===== src/touch_pkg.sv =====
// constants, register indices and types for the touch key share-mode block
// assumes an apb slave with 32-bit data and word-aligned registers
package touch_pkg;

  // register indices; byte address is four times the index
  localparam logic [7:0] IDX_PIN_SELECT_PORT2 = 8'h9d;
  localparam logic [7:0] IDX_TOUCH_WAIT_WIDTH = 8'ha2;
  localparam logic [7:0] IDX_SCAN_ERROR_CHANNEL = 8'hb7;
  localparam logic [7:0] IDX_TOUCH_EVENT_FLAGS = 8'hc1;
  localparam logic [7:0] IDX_GAIN_COEFF_BYTE0 = 8'hc3;
  localparam logic [7:0] IDX_GAIN_COEFF_BYTE1 = 8'hc4;
  localparam logic [7:0] IDX_GAIN_COEFF_BYTE2 = 8'hc5;
  localparam logic [7:0] IDX_GAIN_COEFF_BYTE3 = 8'hc6;
  localparam logic [7:0] IDX_TOUCH_PHASE_WIDTH = 8'he6;
  localparam logic [7:0] IDX_SHARE_CONTROL = 8'hf0;
  localparam logic [7:0] IDX_LED_CLOCK_DIVIDER = 8'hf1;
  localparam logic [7:0] IDX_PER_COMMON_PERIOD = 8'hf2;
  localparam logic [7:0] IDX_COMMON_COUNT = 8'hf3;
  localparam logic [7:0] IDX_SHARE_STATUS = 8'hf4;

  // touch_event_flags bit positions
  localparam int FLAG_RESULT_OVERFLOW = 6;
  localparam int FLAG_START_ERROR = 5;
  localparam int FLAG_SCAN_DONE = 4;
  localparam int FLAG_COUNT_OVERFLOW = 3;
  localparam int FLAG_SHARE_OVERRUN = 2;
  localparam logic [7:0] FLAG_MASK = 8'h7c;
  localparam logic [7:0] FLAG_IRQ_MASK = 8'h74;

  // share_control bit positions
  localparam int CTRL_SHARE_ENABLE = 0;

  // reset values
  localparam logic [7:0] RESET_BYTE = 8'h00;
  localparam logic [2:0] RESET_ERROR_CHANNEL = 3'h0;
  localparam logic [27:0] RESET_GAIN = 28'h0000000;

  // led clock period is 8 system clocks times the divider
  localparam int LED_CLOCK_MULT = 8;
  localparam int LED_COUNT_W = 11;

  typedef enum logic [1:0] {
    SEQ_IDLE = 2'b00,
    SEQ_TOUCH = 2'b01,
    SEQ_LED = 2'b10,
    SEQ_WAIT = 2'b11
  } seq_state_t;

endpackage


===== src/led_tick_if.sv =====
// carries the led clock tick between the share controller and its prescaler
// assumes both ends run on pclk
`timescale 1ns/1ns
interface led_tick_if;
  logic run;
  logic [7:0] divider;
  logic tick;

  modport gen
  (
    input run,
    input divider,
    output tick
  );

  modport user
  (
    output run,
    output divider,
    input tick
  );
endinterface


===== src/led_tick_gen.sv =====
// prescaler giving one pclk-wide tick per led clock period
// assumes the divider is stable while run is high
`timescale 1ns/1ns
module led_tick_gen
  import touch_pkg::*;
(
  input wire logic pclk,
  input wire logic presetn,
  led_tick_if.gen lt
);

  typedef struct packed {
    logic [LED_COUNT_W-1:0] count;
    logic tick;
  } gen_state_t;

  gen_state_t st;
  gen_state_t next_st;
  logic [LED_COUNT_W-1:0] limit;

  always_comb
  begin
    next_st = st;
    // zero divider would stall the frame, so it acts as one
    limit = LED_COUNT_W'((lt.divider == 8'h00 ? 8'h01 : lt.divider) * LED_CLOCK_MULT) - 11'h001;
    next_st.tick = 1'b0;
    if (!lt.run)
    begin
      next_st.count = '0;
    end
    else if (st.count >= limit)
    begin
      next_st.count = '0;
      next_st.tick = 1'b1;
    end
    else
    begin
      next_st.count = st.count + 11'h001;
    end
  end

  always_ff @(posedge pclk or negedge presetn)
  begin
    if (!presetn)
    begin
      st <= '0;
    end
    else
    begin
      st <= next_st;
    end
  end

  assign lt.tick = st.tick;

endmodule // led_tick_gen


===== src/touch_share_ctrl.sv =====
// touch key event flags, gain coefficient, pin select and share-mode sequencer
// assumes an apb master on pclk and event pulses synchronous to pclk
//
// Contract
// - result high-part overflow sets flag bit 6 and raises the interrupt request.
// - erroneous scan start sets flag bit 5 and raises the interrupt request.
// - finished key scan sets flag bit 4; zero while scan unfinished.
// - key scan counter overflow sets flag bit 3, otherwise it stays clear.
// - touch unfinished at led start extends touch, delays led, sets bit 2.
// - software writes only clear flags; hardware events alone set them.
// - 28-bit gain coefficient over four bytes, low byte first, top nibble unused.
// - select bits 1..7 drive port 2 pins 0..6, bit 0 drives port 1 pin 7.
// - touch phase lasts touch_phase_width led clock periods.
// - wait phase lasts touch_wait_width led clock periods.
// - phase and wait widths matter only while share mode is enabled.
// - share mode splits each frame into touch, led and wait phases.
// - led clock period is eight system clocks times the led clock divider.
// - led phase lasts per-common period times common count led clocks.
// - 3-bit error channel field in low bits of error register, reset zero.
// - error channel value plus one names the failing key.
// - key error halts touch operation for all flags except share overrun; here only flag bits 6, 5 and 3 halt, key_error_evt does not.
//
// The implementer's own choice: the APB interface to the registers.
`timescale 1ns/1ns
module touch_share_ctrl
  import touch_pkg::*;
(
  input wire logic pclk,
  input wire logic presetn,
  input wire logic psel,
  input wire logic penable,
  input wire logic pwrite,
  input wire logic [11:0] paddr,
  input wire logic [31:0] pwdata,
  output logic [31:0] prdata,
  output logic pready,
  output logic pslverr,
  input wire logic result_overflow_evt,
  input wire logic start_error_evt,
  input wire logic scan_done_evt,
  input wire logic scan_count_overflow_evt,
  input wire logic key_error_evt,
  input wire logic [2:0] key_error_index,
  input wire logic touch_busy,
  output logic [27:0] gain_coeff,
  output logic [6:0] port2_touch_route,
  output logic port1_pin7_touch_route,
  output logic touch_window,
  output logic led_window,
  output logic touch_halt,
  output logic touch_irq_request
);

  typedef struct packed {
    logic [7:0] pin_select;
    logic [7:0] wait_width;
    logic [2:0] error_channel;
    logic [27:0] gain;
    logic [7:0] phase_width;
    logic [7:0] flags;
    logic [7:0] control;
    logic [7:0] led_divider;
    logic [7:0] common_period;
    logic [2:0] common_count;
    seq_state_t phase;
    logic [15:0] phase_count;
    logic overrun_seen;
    logic ready;
    logic slverr;
    logic [31:0] rdata;
    logic touch_win;
    logic led_win;
    logic halt;
    logic irq;
  } ctrl_state_t;

  ctrl_state_t st;
  ctrl_state_t next_st;

  led_tick_if lt();

  led_tick_gen u_tick
  (
    .pclk(pclk),
    .presetn(presetn),
    .lt(lt)
  );

  logic [7:0] index;
  logic setup;
  logic wr;
  logic halted;
  logic share_on;
  logic [15:0] count_inc;
  logic [15:0] led_len;
  logic [7:0] events;

  always_comb
  begin
    next_st = st;
    index = paddr[9:2];
    setup = psel && !penable;
    // write lands in the access cycle, which always has ready high
    wr = psel && penable && st.ready && pwrite;
    halted = st.flags[FLAG_RESULT_OVERFLOW] || st.flags[FLAG_START_ERROR]
      || st.flags[FLAG_COUNT_OVERFLOW];
    share_on = st.control[CTRL_SHARE_ENABLE];
    count_inc = st.phase_count + 16'h0001;
    led_len = 16'(st.common_period) * 16'(st.common_count);
    events = 8'h00;

    // apb read data is prepared in setup so the access phase needs no wait
    next_st.ready = setup;
    next_st.slverr = 1'b0;
    next_st.rdata = 32'h00000000;
    if (setup)
    begin
      unique case (index)
        IDX_PIN_SELECT_PORT2: next_st.rdata[7:0] = st.pin_select;
        IDX_TOUCH_WAIT_WIDTH: next_st.rdata[7:0] = st.wait_width;
        IDX_SCAN_ERROR_CHANNEL: next_st.rdata[2:0] = st.error_channel;
        IDX_TOUCH_EVENT_FLAGS: next_st.rdata[7:0] = st.flags & FLAG_MASK;
        IDX_GAIN_COEFF_BYTE0: next_st.rdata[7:0] = st.gain[7:0];
        IDX_GAIN_COEFF_BYTE1: next_st.rdata[7:0] = st.gain[15:8];
        IDX_GAIN_COEFF_BYTE2: next_st.rdata[7:0] = st.gain[23:16];
        IDX_GAIN_COEFF_BYTE3: next_st.rdata[3:0] = st.gain[27:24];
        IDX_TOUCH_PHASE_WIDTH: next_st.rdata[7:0] = st.phase_width;
        IDX_SHARE_CONTROL: next_st.rdata[0] = st.control[CTRL_SHARE_ENABLE];
        IDX_LED_CLOCK_DIVIDER: next_st.rdata[7:0] = st.led_divider;
        IDX_PER_COMMON_PERIOD: next_st.rdata[7:0] = st.common_period;
        IDX_COMMON_COUNT: next_st.rdata[2:0] = st.common_count;
        IDX_SHARE_STATUS: next_st.rdata[2:0] = {st.halt, st.phase};
        default: next_st.slverr = 1'b1;
      endcase
    end

    if (wr)
    begin
      unique case (index)
        IDX_PIN_SELECT_PORT2: next_st.pin_select = pwdata[7:0];
        IDX_TOUCH_WAIT_WIDTH: next_st.wait_width = pwdata[7:0];
        IDX_SCAN_ERROR_CHANNEL: next_st.error_channel = pwdata[2:0];
        IDX_TOUCH_EVENT_FLAGS: next_st.flags = st.flags & pwdata[7:0] & FLAG_MASK;
        IDX_GAIN_COEFF_BYTE0: next_st.gain[7:0] = pwdata[7:0];
        IDX_GAIN_COEFF_BYTE1: next_st.gain[15:8] = pwdata[7:0];
        IDX_GAIN_COEFF_BYTE2: next_st.gain[23:16] = pwdata[7:0];
        IDX_GAIN_COEFF_BYTE3: next_st.gain[27:24] = pwdata[3:0];
        IDX_TOUCH_PHASE_WIDTH: next_st.phase_width = pwdata[7:0];
        IDX_SHARE_CONTROL: next_st.control = {7'h00, pwdata[CTRL_SHARE_ENABLE]};
        IDX_LED_CLOCK_DIVIDER: next_st.led_divider = pwdata[7:0];
        IDX_PER_COMMON_PERIOD: next_st.common_period = pwdata[7:0];
        IDX_COMMON_COUNT: next_st.common_count = pwdata[2:0];
        default: next_st.control = st.control;
      endcase
    end

    // while halted only the share overrun may still be raised
    if (!halted)
    begin
      events[FLAG_RESULT_OVERFLOW] = result_overflow_evt;
      events[FLAG_START_ERROR] = start_error_evt;
      events[FLAG_SCAN_DONE] = scan_done_evt;
      events[FLAG_COUNT_OVERFLOW] = scan_count_overflow_evt;
      if (key_error_evt)
      begin
        next_st.error_channel = key_error_index;
      end
    end

    // frame sequencer; widths are ignored outside share mode
    if (!share_on)
    begin
      next_st.phase = SEQ_IDLE;
      next_st.phase_count = 16'h0000;
      next_st.overrun_seen = 1'b0;
    end
    else
    begin
      unique case (st.phase)
        SEQ_IDLE:
        begin
          next_st.phase = SEQ_TOUCH;
          next_st.phase_count = 16'h0000;
        end
        SEQ_TOUCH:
        begin
          if (lt.tick)
          begin
            if (count_inc >= 16'(st.phase_width))
            begin
              if (touch_busy)
              begin
                // overrun: touch keeps the pins, led start slips
                events[FLAG_SHARE_OVERRUN] = !st.overrun_seen;
                next_st.overrun_seen = 1'b1;
              end
              else
              begin
                next_st.phase = SEQ_LED;
                next_st.phase_count = 16'h0000;
              end
            end
            else
            begin
              next_st.phase_count = count_inc;
            end
          end
        end
        SEQ_LED:
        begin
          if (lt.tick)
          begin
            if (count_inc >= led_len)
            begin
              next_st.phase = SEQ_WAIT;
              next_st.phase_count = 16'h0000;
            end
            else
            begin
              next_st.phase_count = count_inc;
            end
          end
        end
        SEQ_WAIT:
        begin
          if (lt.tick)
          begin
            if (count_inc >= 16'(st.wait_width))
            begin
              next_st.phase = SEQ_TOUCH;
              next_st.phase_count = 16'h0000;
              next_st.overrun_seen = 1'b0;
            end
            else
            begin
              next_st.phase_count = count_inc;
            end
          end
        end
      endcase
    end

    // set after clear so an event in the clearing cycle survives
    next_st.flags = next_st.flags | (events & FLAG_MASK);

    next_st.halt = next_st.flags[FLAG_RESULT_OVERFLOW] || next_st.flags[FLAG_START_ERROR]
      || next_st.flags[FLAG_COUNT_OVERFLOW];
    next_st.irq = |(next_st.flags & FLAG_IRQ_MASK);
    // outside share mode touch owns its pins all the time
    next_st.touch_win = !next_st.control[CTRL_SHARE_ENABLE] || next_st.phase == SEQ_TOUCH;
    next_st.led_win = next_st.control[CTRL_SHARE_ENABLE] && next_st.phase == SEQ_LED;
  end

  always_ff @(posedge pclk or negedge presetn)
  begin
    if (!presetn)
    begin
      st <= '0;
      st.touch_win <= 1'b1;
    end
    else
    begin
      st <= next_st;
    end
  end

  assign lt.run = st.control[CTRL_SHARE_ENABLE];
  assign lt.divider = st.led_divider;

  assign prdata = st.rdata;
  assign pready = st.ready;
  assign pslverr = st.slverr;
  assign gain_coeff = st.gain;
  assign port2_touch_route = st.pin_select[7:1];
  assign port1_pin7_touch_route = st.pin_select[0];
  assign touch_window = st.touch_win;
  assign led_window = st.led_win;
  assign touch_halt = st.halt;
  assign touch_irq_request = st.irq;

endmodule // touch_share_ctrl


===== config.mk =====
export PLATFORM = sky130hd
export DESIGN_NAME = touch_share_ctrl
export DESIGN_NICKNAME = d
export VERILOG_FILES = /design/src/touch_pkg.sv /design/src/led_tick_if.sv /design/src/led_tick_gen.sv /design/src/touch_share_ctrl.sv
export SDC_FILE = /design/constraint.sdc
export NUM_CORES = 1
export LEC_CHECK = 0
export BUFFER_PORTS_ARGS = -buffer_cell sky130_fd_sc_hd__buf_4
export CAP_MARGIN = 5
export CORE_MARGIN = 2
export CORE_UTILIZATION = 45
export CTS_BUF_LIST = sky130_fd_sc_hd__clkbuf_16
export DETAILED_ROUTE_END_ITERATION = 8
export PLACE_DENSITY = 0.76
export SLEW_MARGIN = 15
export SYNTH_ARGS = -nofsm -noshare
export SYNTH_HDL_FRONTEND = slang
export SYNTH_SLANG_ARGS = --single-unit

===== constraint.sdc =====
create_clock -name pclk -period 5.1 [get_ports pclk]
set_input_delay 0 -clock pclk [delete_from_list [all_inputs] [get_ports pclk]]
set_output_delay 0 -clock pclk [all_outputs]
set_load 0.02 [all_outputs]

### Word level (Yosys, flattened, before mapping)

Cells that the tools add are included.

| operators by class | value |
|---|---|
| $add $sub $neg | 3 |
| multipliers | 1 |
| order comparisons | 4 |
| equality and inequality tests | 27 |
| muxes and demuxes | 48 |
| bitwise gates (word level) | 2 |
| reductions and logical operators | 29 |

Operator list:

| kind | count |
|---|---|
| $eq A8 B8 Y1 const B | 14 |
| $mux W74 | 1 |
| $mux W8 | 9 |
| $pmux W18 S4 | 1 |
| $mux W19 | 3 |
| $mux W16 | 3 |
| $mux W18 | 2 |
| $pmux W4 S9 | 1 |
| $ge A16 B8 Y1 | 2 |
| $pmux W2 S13 | 1 |
| $mux W11 | 2 |
| $reduce_and A2 Y1 | 10 |
| $add A16 B1 Y16 const B | 1 |
| $ge A16 B11 Y1 | 1 |
| $reduce_or A14 Y1 | 1 |
| $mux W1 | 13 |
| $pmux W1 S13 | 1 |
| $mux W3 | 4 |
| $add A11 B1 Y11 const B | 1 |
| $ge A11 B11 Y1 | 1 |
| $mul A8 B3 Y11 | 1 |
| $sub A11 B1 Y11 const B | 1 |
| $pmux W1 S10 | 1 |
| $ne A3 B2 Y1 const B | 3 |
| 18 further kinds | 36 |

| storage, ports and cells | value |
|---|---|
| register bits | 128 |
| bits of input ports | 58 |

### Depth between registers and ports, before layout

Gate-level depths: netlist of the first run.

| logic depth | value |
|---|---|
| depth in word-level cells | 9 |
| gate-level depth with buffers | 20 |
| mapped depth without buffers | 18 |

### By module

A second synthesis of the first run with hierarchy kept.

| unflattened totals | value |
|---|---|
| cells, all modules | 773 |
| area total of the unflattened synthesis | 7852.5 µm² |

Modules (own cells, without submodules):

| module | times used | cells an instance | area each (µm²) | seq. area each (µm²) |
|---|---|---|---|---|
| touch_share_ctrl | 1 | 682 | 7015.5 | 2829.0 |
| led_tick_gen | 1 | 91 | 837.1 | 300.3 |

### Worst setup path after synthesis of the first run

Ideal clock, no wire load.

| timing path | value |
|---|---|
| path type | register to register |
| from | reg st[59] (netlist name) |
| to | reg st[42] (netlist name) |
| setup time | 0.082 ns |
| arrival time | 3.975 ns |
| data required time | 5.018 ns |
| path slack | 1.043 ns |
| stages on the path, launching flop included | 21 |
| period minus slack after synthesis | 4.057 ns |
| path through | dfrtp_1 -> clkbuf_1 -> and2_1 -> fa_1 -> ha_1 -> fa_1 -> a21oi_1 -> nor2_1 -> nor2_1 -> o21bai_1 -> a21oi_1 -> xnor2_1 -> ha_1 -> o21a_1 -> o21ai_0 -> and2_0 -> a31oi_1 -> o21ai_1 -> clkbuf_1 -> nand3_1 -> a31oi_1 |

| on the way | value |
|---|---|
| longest elaborated chain between the ends | 6 |

RTL lines:

| element | RTL line | RTL |
|---|---|---|
| from (decl) | touch_share_ctrl.sv:77 | `ctrl_state_t st;` |
| from (signal assigned) | touch_share_ctrl.sv:263 | `st <= next_st;` |
| $mul A8 B3 Y11 | touch_share_ctrl.sv:109 | `led_len = 16'(st.common_period) * 16'(st.common_count);` |
| $ge A16 B11 Y1 | touch_share_ctrl.sv:213 | `if (count_inc >= led_len)` |
| $mux W16 | touch_share_ctrl.sv:213 |  |
| $mux W18 | touch_share_ctrl.sv:211 | `if (lt.tick)` |
| $pmux W18 S4 | touch_share_ctrl.sv:179 | `unique case (st.phase)` |
| $mux W19 | touch_share_ctrl.sv:171 | `if (!share_on)` |

No other way between the ends. The select of a mux whose other input is x is not followed.
A chain may end at the register's enable or synchronous reset.

### Worst setup path after layout of the first run

| timing path | value |
|---|---|
| from | reg st[57] (netlist name) |
| to | reg st[44] (netlist name) |

Same word-level chain as after synthesis.

==> results.sh, run 1 <==
export IMPL_status="finished, final reports clean"
export IMPL_synth_largest_area_cell="dfrtp_1"
export IMPL_antenna_found_initial=0
export IMPL_post_cts_buffers=0
export IMPL_r2r_cells=18
export IMPL_drtAntennaViolNets=0
export IMPL_core_mm2=0.0172
export IMPL_grt_overflow_total=0
export IMPL_synthArstFlopShare=1.00
export IMPL_grt_max_degree=71
export IMPL_start_util=0.460
export IMPL_synth_xor_area_share=0.0332
export IMPL_yosys_cell_types_count=64
export IMPL_antennaDiodeCount=0
export IMPL_cts_buffer_depth=2
export IMPL_drc=0
export IMPL_final_period_utilization=0.840
export IMPL_cts_sinks=125
export IMPL_post_synth_top_count_cell="dfrtp_1"
export IMPL_synthMuxAreaShare=0.110
export IMPL_worstReg2RegStart="st[57]"
export IMPL_reg2reg_slack_ps=820
export IMPL_vdd_drop_max_mv=0.270
export IMPL_cts_root_buf="clkbuf_16"
export IMPL_hold_violations=0
export IMPL_fin_crit_ps=4280
export IMPL_path_clk_slew_ps=60
export IMPL_p_leak_nw=4.29
export IMPL_cap_violations=0
export IMPL_path_class="reg2reg"
export IMPL_swShare=0.284
export IMPL_yosys_warnings=0
export IMPL_synth_top_family_by_area="simple AND/OR/NAND/NOR gates"
export IMPL_drt_iter0_drc=589
export IMPL_seqPwrFrac=0.395
export IMPL_rows=48
export IMPL_numCtsBuffers=17
export IMPL_reg2reg_to="st[44]"
export IMPL_cts_htree_levels=4
export IMPL_power_internal_w=0.00206
export IMPL_synthAdderAreaFrac=0.0935
export IMPL_synth_edf_count=0
export IMPL_route_vias_total=6372
export IMPL_dr_pass1_iters=5
export IMPL_io_buffers=79
export IMPL_grt_pass1_vias=6295
export IMPL_viasPerCell=5.86
export IMPL_fin_util=0.529
export IMPL_wirelength_mm=21.0
export IMPL_cp_start_kind="register"
export IMPL_syn_instance_count=797
export IMPL_yosys_area_share_simple=0.152
export IMPL_max_freq_mhz=233
export IMPL_gp_congestion=0.920
export IMPL_routedWlPerCell_um=19.3
export IMPL_ys_seq_area_frac=0.395
export IMPL_ys_top_cells_by_count="124 x dfrtp_1, 70 x nand2_1, 69 x mux2_2, 67 x buf_4, 48 x ha_1"
export IMPL_hold_path_class="in2reg"
export IMPL_power_total_w=0.00287
export IMPL_drive_above_1_share=0.226
export IMPL_grt_usage=0.236
export IMPL_area_growth_pct=15.1
export IMPL_max_slew_margin_rel=0.209
export IMPL_grt_pass1_wl_mm=33.6
export IMPL_finalClockSkew_ps=9.08
export IMPL_whs_path_depth=3
export IMPL_tightestPinTransition_ps=1180
export IMPL_pwr_density_cell_mw_per_mm2=315
export IMPL_design_area_mm2=0.00912
export IMPL_layout_nets=963
export IMPL_power_switching_w=0.000814
export IMPL_clock_latency_ps=420
export IMPL_hold_start="paddr[2]"
export IMPL_hold_path_end="pslverr"
export IMPL_ios=132
export IMPL_drv_slew=0
export IMPL_synth_seq_cells=125
export IMPL_die_x_um=137
export IMPL_rsz0062_at_grt="false"
export IMPL_yosys_top_cells_area="dfrtp_1 39%, mux2_2 9.8%, ha_1 7.6%"
export IMPL_placed_area_mm2=0.00828
export IMPL_crit_path_end_kind="register"
export IMPL_synth_top_cell_area_share=0.392
export IMPL_ys_flop_type="dfrtp_1"
export IMPL_synth_area_per_cell_um2=9.94
export IMPL_worstPathRequired_ps=5370
export IMPL_die_height_um=137
export IMPL_clock_power_share=0.436
export IMPL_timing_setup_tns_ps=0
export IMPL_die_area_mm2=0.0187
export IMPL_synth_compound_area_share=0.118
export IMPL_pwr_share_comb=0.169
export IMPL_crit_fanout=18
export IMPL_setup_violations=0
export IMPL_cts_tree="done"
export IMPL_dp_final_hpwl_mm=15.0
export IMPL_worstPathArrival_ps=4560
export IMPL_mappedNetlistArea_mm2=0.00792
-- kinds of logic (layout without fill, tap and decap cells) --
group	Yosys count	after routing
XOR/XNOR	30	30
flip-flops	125	125
AND/OR/NAND/NOR	233	233
other	1	24
adder cells (fa/ha/maj)	55	55
multiplexers	78	78
buffers and inverters	135	178
AO/OA/AOI/OAI	140	140
-- registers in the layout, summed over array words and instances, names as in the netlist --
signal / count
gain_coeff: 28
led_window: 1
lt.divider: 8
lt.run: 1
port1_pin7_touch_route: 1
port2_touch_route: 7
prdata: 8
pready: 1
pslverr: 1
st: 54
touch_halt: 1
touch_irq_request: 1
touch_window: 1
u_tick.lt.tick: 1
u_tick.st: 11
-- through the flow --
step / hold slack [ps] / std cells / setup WS [ps]
6_report: 68.8 / 1088 / 815
3_3_place_gp: 178 / 1033 / 717
3_5_place_dp: 177 / 1033 / 598
5_1_grt: 59.1 / 1088 / 501
2_1_floorplan: -296 / 820 / 1040
4_1_cts: 33.1 / 1088 / 597
-- metal layers --
metal,GRT usage,wire (µm),part of all wire,up-vias
met3,0.0519,1840,0.088,40
met4,0.0845,488,0.023,0
met5,0,0,0,-
li1,-,-,-,2865
met1,0.315,8770,0.42,3153
met2,0.378,9880,0.47,314
-- cell usage in the layout (no fill, tap or decap), types with 19 or more instances in the layout --
master / instances
ha_1: 48
nor2_1: 38
conb_1: 24
a21oi_1: 27
nand2_1: 70
inv_1: 43
xnor2_1: 21
a31oi_1: 19
dfrtp_1: 124
buf_4: 82
dlygate4sd3_1: 23
mux2_2: 69
o21ai_0: 33
-- final cells by class --
cell class / instances / area, µm²
Tap cell: 225 / 282
Fill cell: 1473 / 8120
Multi-Input combinational cell: 560 / 4110
Sequential cell: 125 / 3130
Clock buffer: 17 / 425
Inverter: 41 / 154
Timing Repair Buffer: 105 / 846
Clock inverter: 15 / 180
-- critical path, cell delays in order (launching register included) --
cell,delay [ps]
dfrtp_1,530
and2_1,200
fa_1,420
ha_1,240
fa_1,410
a21oi_1,140
nor2_1,50
nor2_1,160
o21bai_1,80
a21oi_1,230
xnor2_1,100
ha_1,280
o21a_1,100
o21ai_0,60
and2_0,150
a31oi_1,320
o21ai_2,320
a41oi_1,300
a31oi_1,60
-- worst max-delay path by stage --
stage / from / endpoint / slack (ps) / cells past startpoint
floorplan: st[59] / st[42] / 1040 / 20
global placement: st[59] / st[44] / 720 / 18
detailed placement: st[59] / st[44] / 600 / 18
CTS: st[59] / st[44] / 600 / 18
global route: st[59] / st[44] / 500 / 18
finish: st[57] / st[44] / 820 / 18
-- power by group through the flow --
stage                     combinational, W  clock, W  sequential (W)
after floorplan                   0.000338         0         0.00112
after global placement            0.000431         0         0.00114
after detailed placement          0.000443         0         0.00114
after CTS                         0.000477   0.00126         0.00113
after global routing              0.000540   0.00131         0.00114
final                             0.000486   0.00125         0.00113
-- repair_timing --
| item | in CTS | in global routing |
|---|---|---|
| endpoints found under the hold margin | 153 | 0 |
| resized for setup | 0 | 0 |
| hold buffers | 23 | 0 |
Power figures use the tool's default switching activity.
==> run 2, diff against run 1 <==
Settings changed: PLACE_DENSITY 0.76 to 0.79.
Clock period 5.1 ns to 3.8 ns, I/O delays scaled along.
==> run 2 against run 1 <==
The run now ends with negative setup slack left. Fmax grew 11%. Combinational power up 54%. Final area up 4.5%. Clock-buffer cell count unchanged. Critical endpoint is now st[47]. Largest power group unchanged. Highest routed layer unchanged.
==> results.sh, run 2 (synthesis results as in run 1) <==
export IMPL_tightestPinTransition_ps=1040
export IMPL_cts_sinks=125
export IMPL_power_total_w=0.00388
export IMPL_worstPathCellList="and2_4 -> fa_1 -> ha_2 -> buf_4 -> a21o_1 -> a21oi_2 -> o21bai_1 -> a21oi_2 -> o21ai_0 -> xnor2_1 -> ha_1 -> o21a_1 -> o21ai_2 -> and2_4 -> a31oi_4 -> o21ai_4 -> buf_6 -> a31oi_2 -> a31oi_1"
export IMPL_clock_latency_ps=430
export IMPL_rows=48
export IMPL_violations="negative setup slack"
export IMPL_start_util=0.460
export IMPL_worstPathArrival_ps=4120
export IMPL_gp_congestion=0.973
export IMPL_die_area_mm2=0.0187
export IMPL_slowest_stage="fa_1"
export IMPL_grt_pass1_vias=6332
export IMPL_crit_path_end_kind="register"
export IMPL_pwr_density_cell_mw_per_mm2=407
export IMPL_layout_nets=995
export IMPL_worstPathRequired_ps=4060
export IMPL_drv_slew=0
export IMPL_route_vias_total=6512
export IMPL_setup_violations=9
export IMPL_drt_iter0_drc=688
export IMPL_viasPerCell=5.81
export IMPL_cts_buffer_depth=2
export IMPL_final_period_utilization=1.02
export IMPL_timing_setup_tns_ps=-228
export IMPL_max_slew_margin_rel=0.308
export IMPL_hold_violations=0
export IMPL_max_stage_delay_ps=480
export IMPL_wirelength_mm=22.2
export IMPL_io_buffers=79
export IMPL_ios=132
export IMPL_placed_area_mm2=0.00851
export IMPL_holdWs_ps=59.2
export IMPL_antennaDiodeCount=0
export IMPL_vdd_drop_max_mv=0.316
export IMPL_cap_violations=0
export IMPL_area_growth_pct=20.3
export IMPL_p_leak_nw=4.50
export IMPL_drive_above_1_share=0.280
export IMPL_path_clk_slew_ps=60
export IMPL_path_class="reg2reg"
export IMPL_hold_path_class="in2reg"
export IMPL_numCtsBuffers=17
export IMPL_antenna_found_initial=0
export IMPL_largest_reg_flops=54
export IMPL_routedWlPerCell_um=19.9
export IMPL_dr_pass1_iters=8
export IMPL_drc=0
export IMPL_cts_htree_levels=4
export IMPL_core_mm2=0.0172
export IMPL_grt_max_degree=78
export IMPL_status="finished, violations left"
export IMPL_cts_tree="done"
export IMPL_grt_pass1_wl_mm=34.3
export IMPL_setup_ws_ps=-59.9
export IMPL_grt_overflow_total=0
export IMPL_drtAntennaViolNets=0
export IMPL_final_common_cell="dfrtp_1"
export IMPL_final_cell_mix="124 x dfrtp_1, 111 x buf_4, 70 x nand2_1"
export IMPL_largest_register="st"
export IMPL_design_area_mm2=0.00953
export IMPL_max_freq_mhz=259
export IMPL_fin_util=0.553
export IMPL_cp_start_kind="register"
export IMPL_crit_fanout=6
export IMPL_rsz0062_at_grt="true"
export IMPL_grt_usage=0.244
export IMPL_die_height_um=137
export IMPL_fin_crit_ps=3860
export IMPL_cts_root_buf="clkbuf_16"
export IMPL_die_x_um=137
export IMPL_dp_final_hpwl_mm=15.7
export IMPL_finalClockSkew_ps=8.58
## run 2: changes by cell type in the layout (fill, tap and decap cells not counted), moves of 3 or more
| cell | before | now |
|---|---|---|
| a31oi_1 | 19 | 16 |
| a21oi_1 | 27 | 21 |
| buf_4 | 82 | 111 |
| and2_4 | 0 | 3 |
| clkinv_1 | 1 | 4 |
| buf_6 | 0 | 4 |
| clkinv_2 | 5 | 2 |
| a21oi_2 | 0 | 6 |
## run 2: metal layers
layer | vias up | share of wire | global-route usage
met4 | 0 | 0.025 | 0.0909
met3 | 43 | 0.086 | 0.0574
met5 | - | 0 | 0
li1 | 2934 | - | -
met1 | 3211 | 0.42 | 0.315
met2 | 324 | 0.47 | 0.400
## run 2: cell type report
type,instances,area [µm²]
timing repair buffer,137,1100
clock buffer,17,425
tap,225,282
clock inverter,15,155
sequential,125,3130
fill,1466,7700
multi-input combinational,560,4290
inverter,41,154
## run 2: final timing paths
check,start,cells after the start,end,slack (ps)
hold reg to reg,u_tick.st[1],1,u_tick.st[1],480
setup reg to reg,st[59],19,st[47],-60
max in group asynchronous,presetn,3,gain_coeff[13],2570
min in group asynchronous,presetn,2,port2_touch_route[2],290
setup / recovery,st[59],19,st[47],-60
hold / removal,paddr[3],3,prdata[0],60
## run 2: through the flow
step / worst slack (ps) / std cells
after floorplan: 17.3 / 820
after global routing: -220 / 1120
after detailed placement: -151 / 1062
after CTS: -11.3 / 1119
after global placement: -4.17 / 1062
final: -59.9 / 1120
## run 2: report_power, final
part	switching, W	internal (W)	leakage, nW
Combinational	0.000435	0.000312	2.58
Sequential	0.0000950	0.00141	1.64
Clock	0.000607	0.00101	0.286
Total	0.00114	0.00274	4.50
## run 2: timing repair
action,4_1_cts,5_1_grt
setup buffers,3,2
setup endpoints to repair,14,15
cloned,1,0
pin swaps,23,20
hold endpoints to repair,160,0
hold buffers,22,0
resized for setup,22,17
## run 2: critical path, delay by kind of cell (launching register included)
kind	cells	cell delay, ps
AOI/OAI and AO/OA	11	1530
xor gates and xnor gates	1	150
adders and majority gates	3	1020
buffers and inverters	2	290
DFF	1	400
and+or+nand+nor	2	310
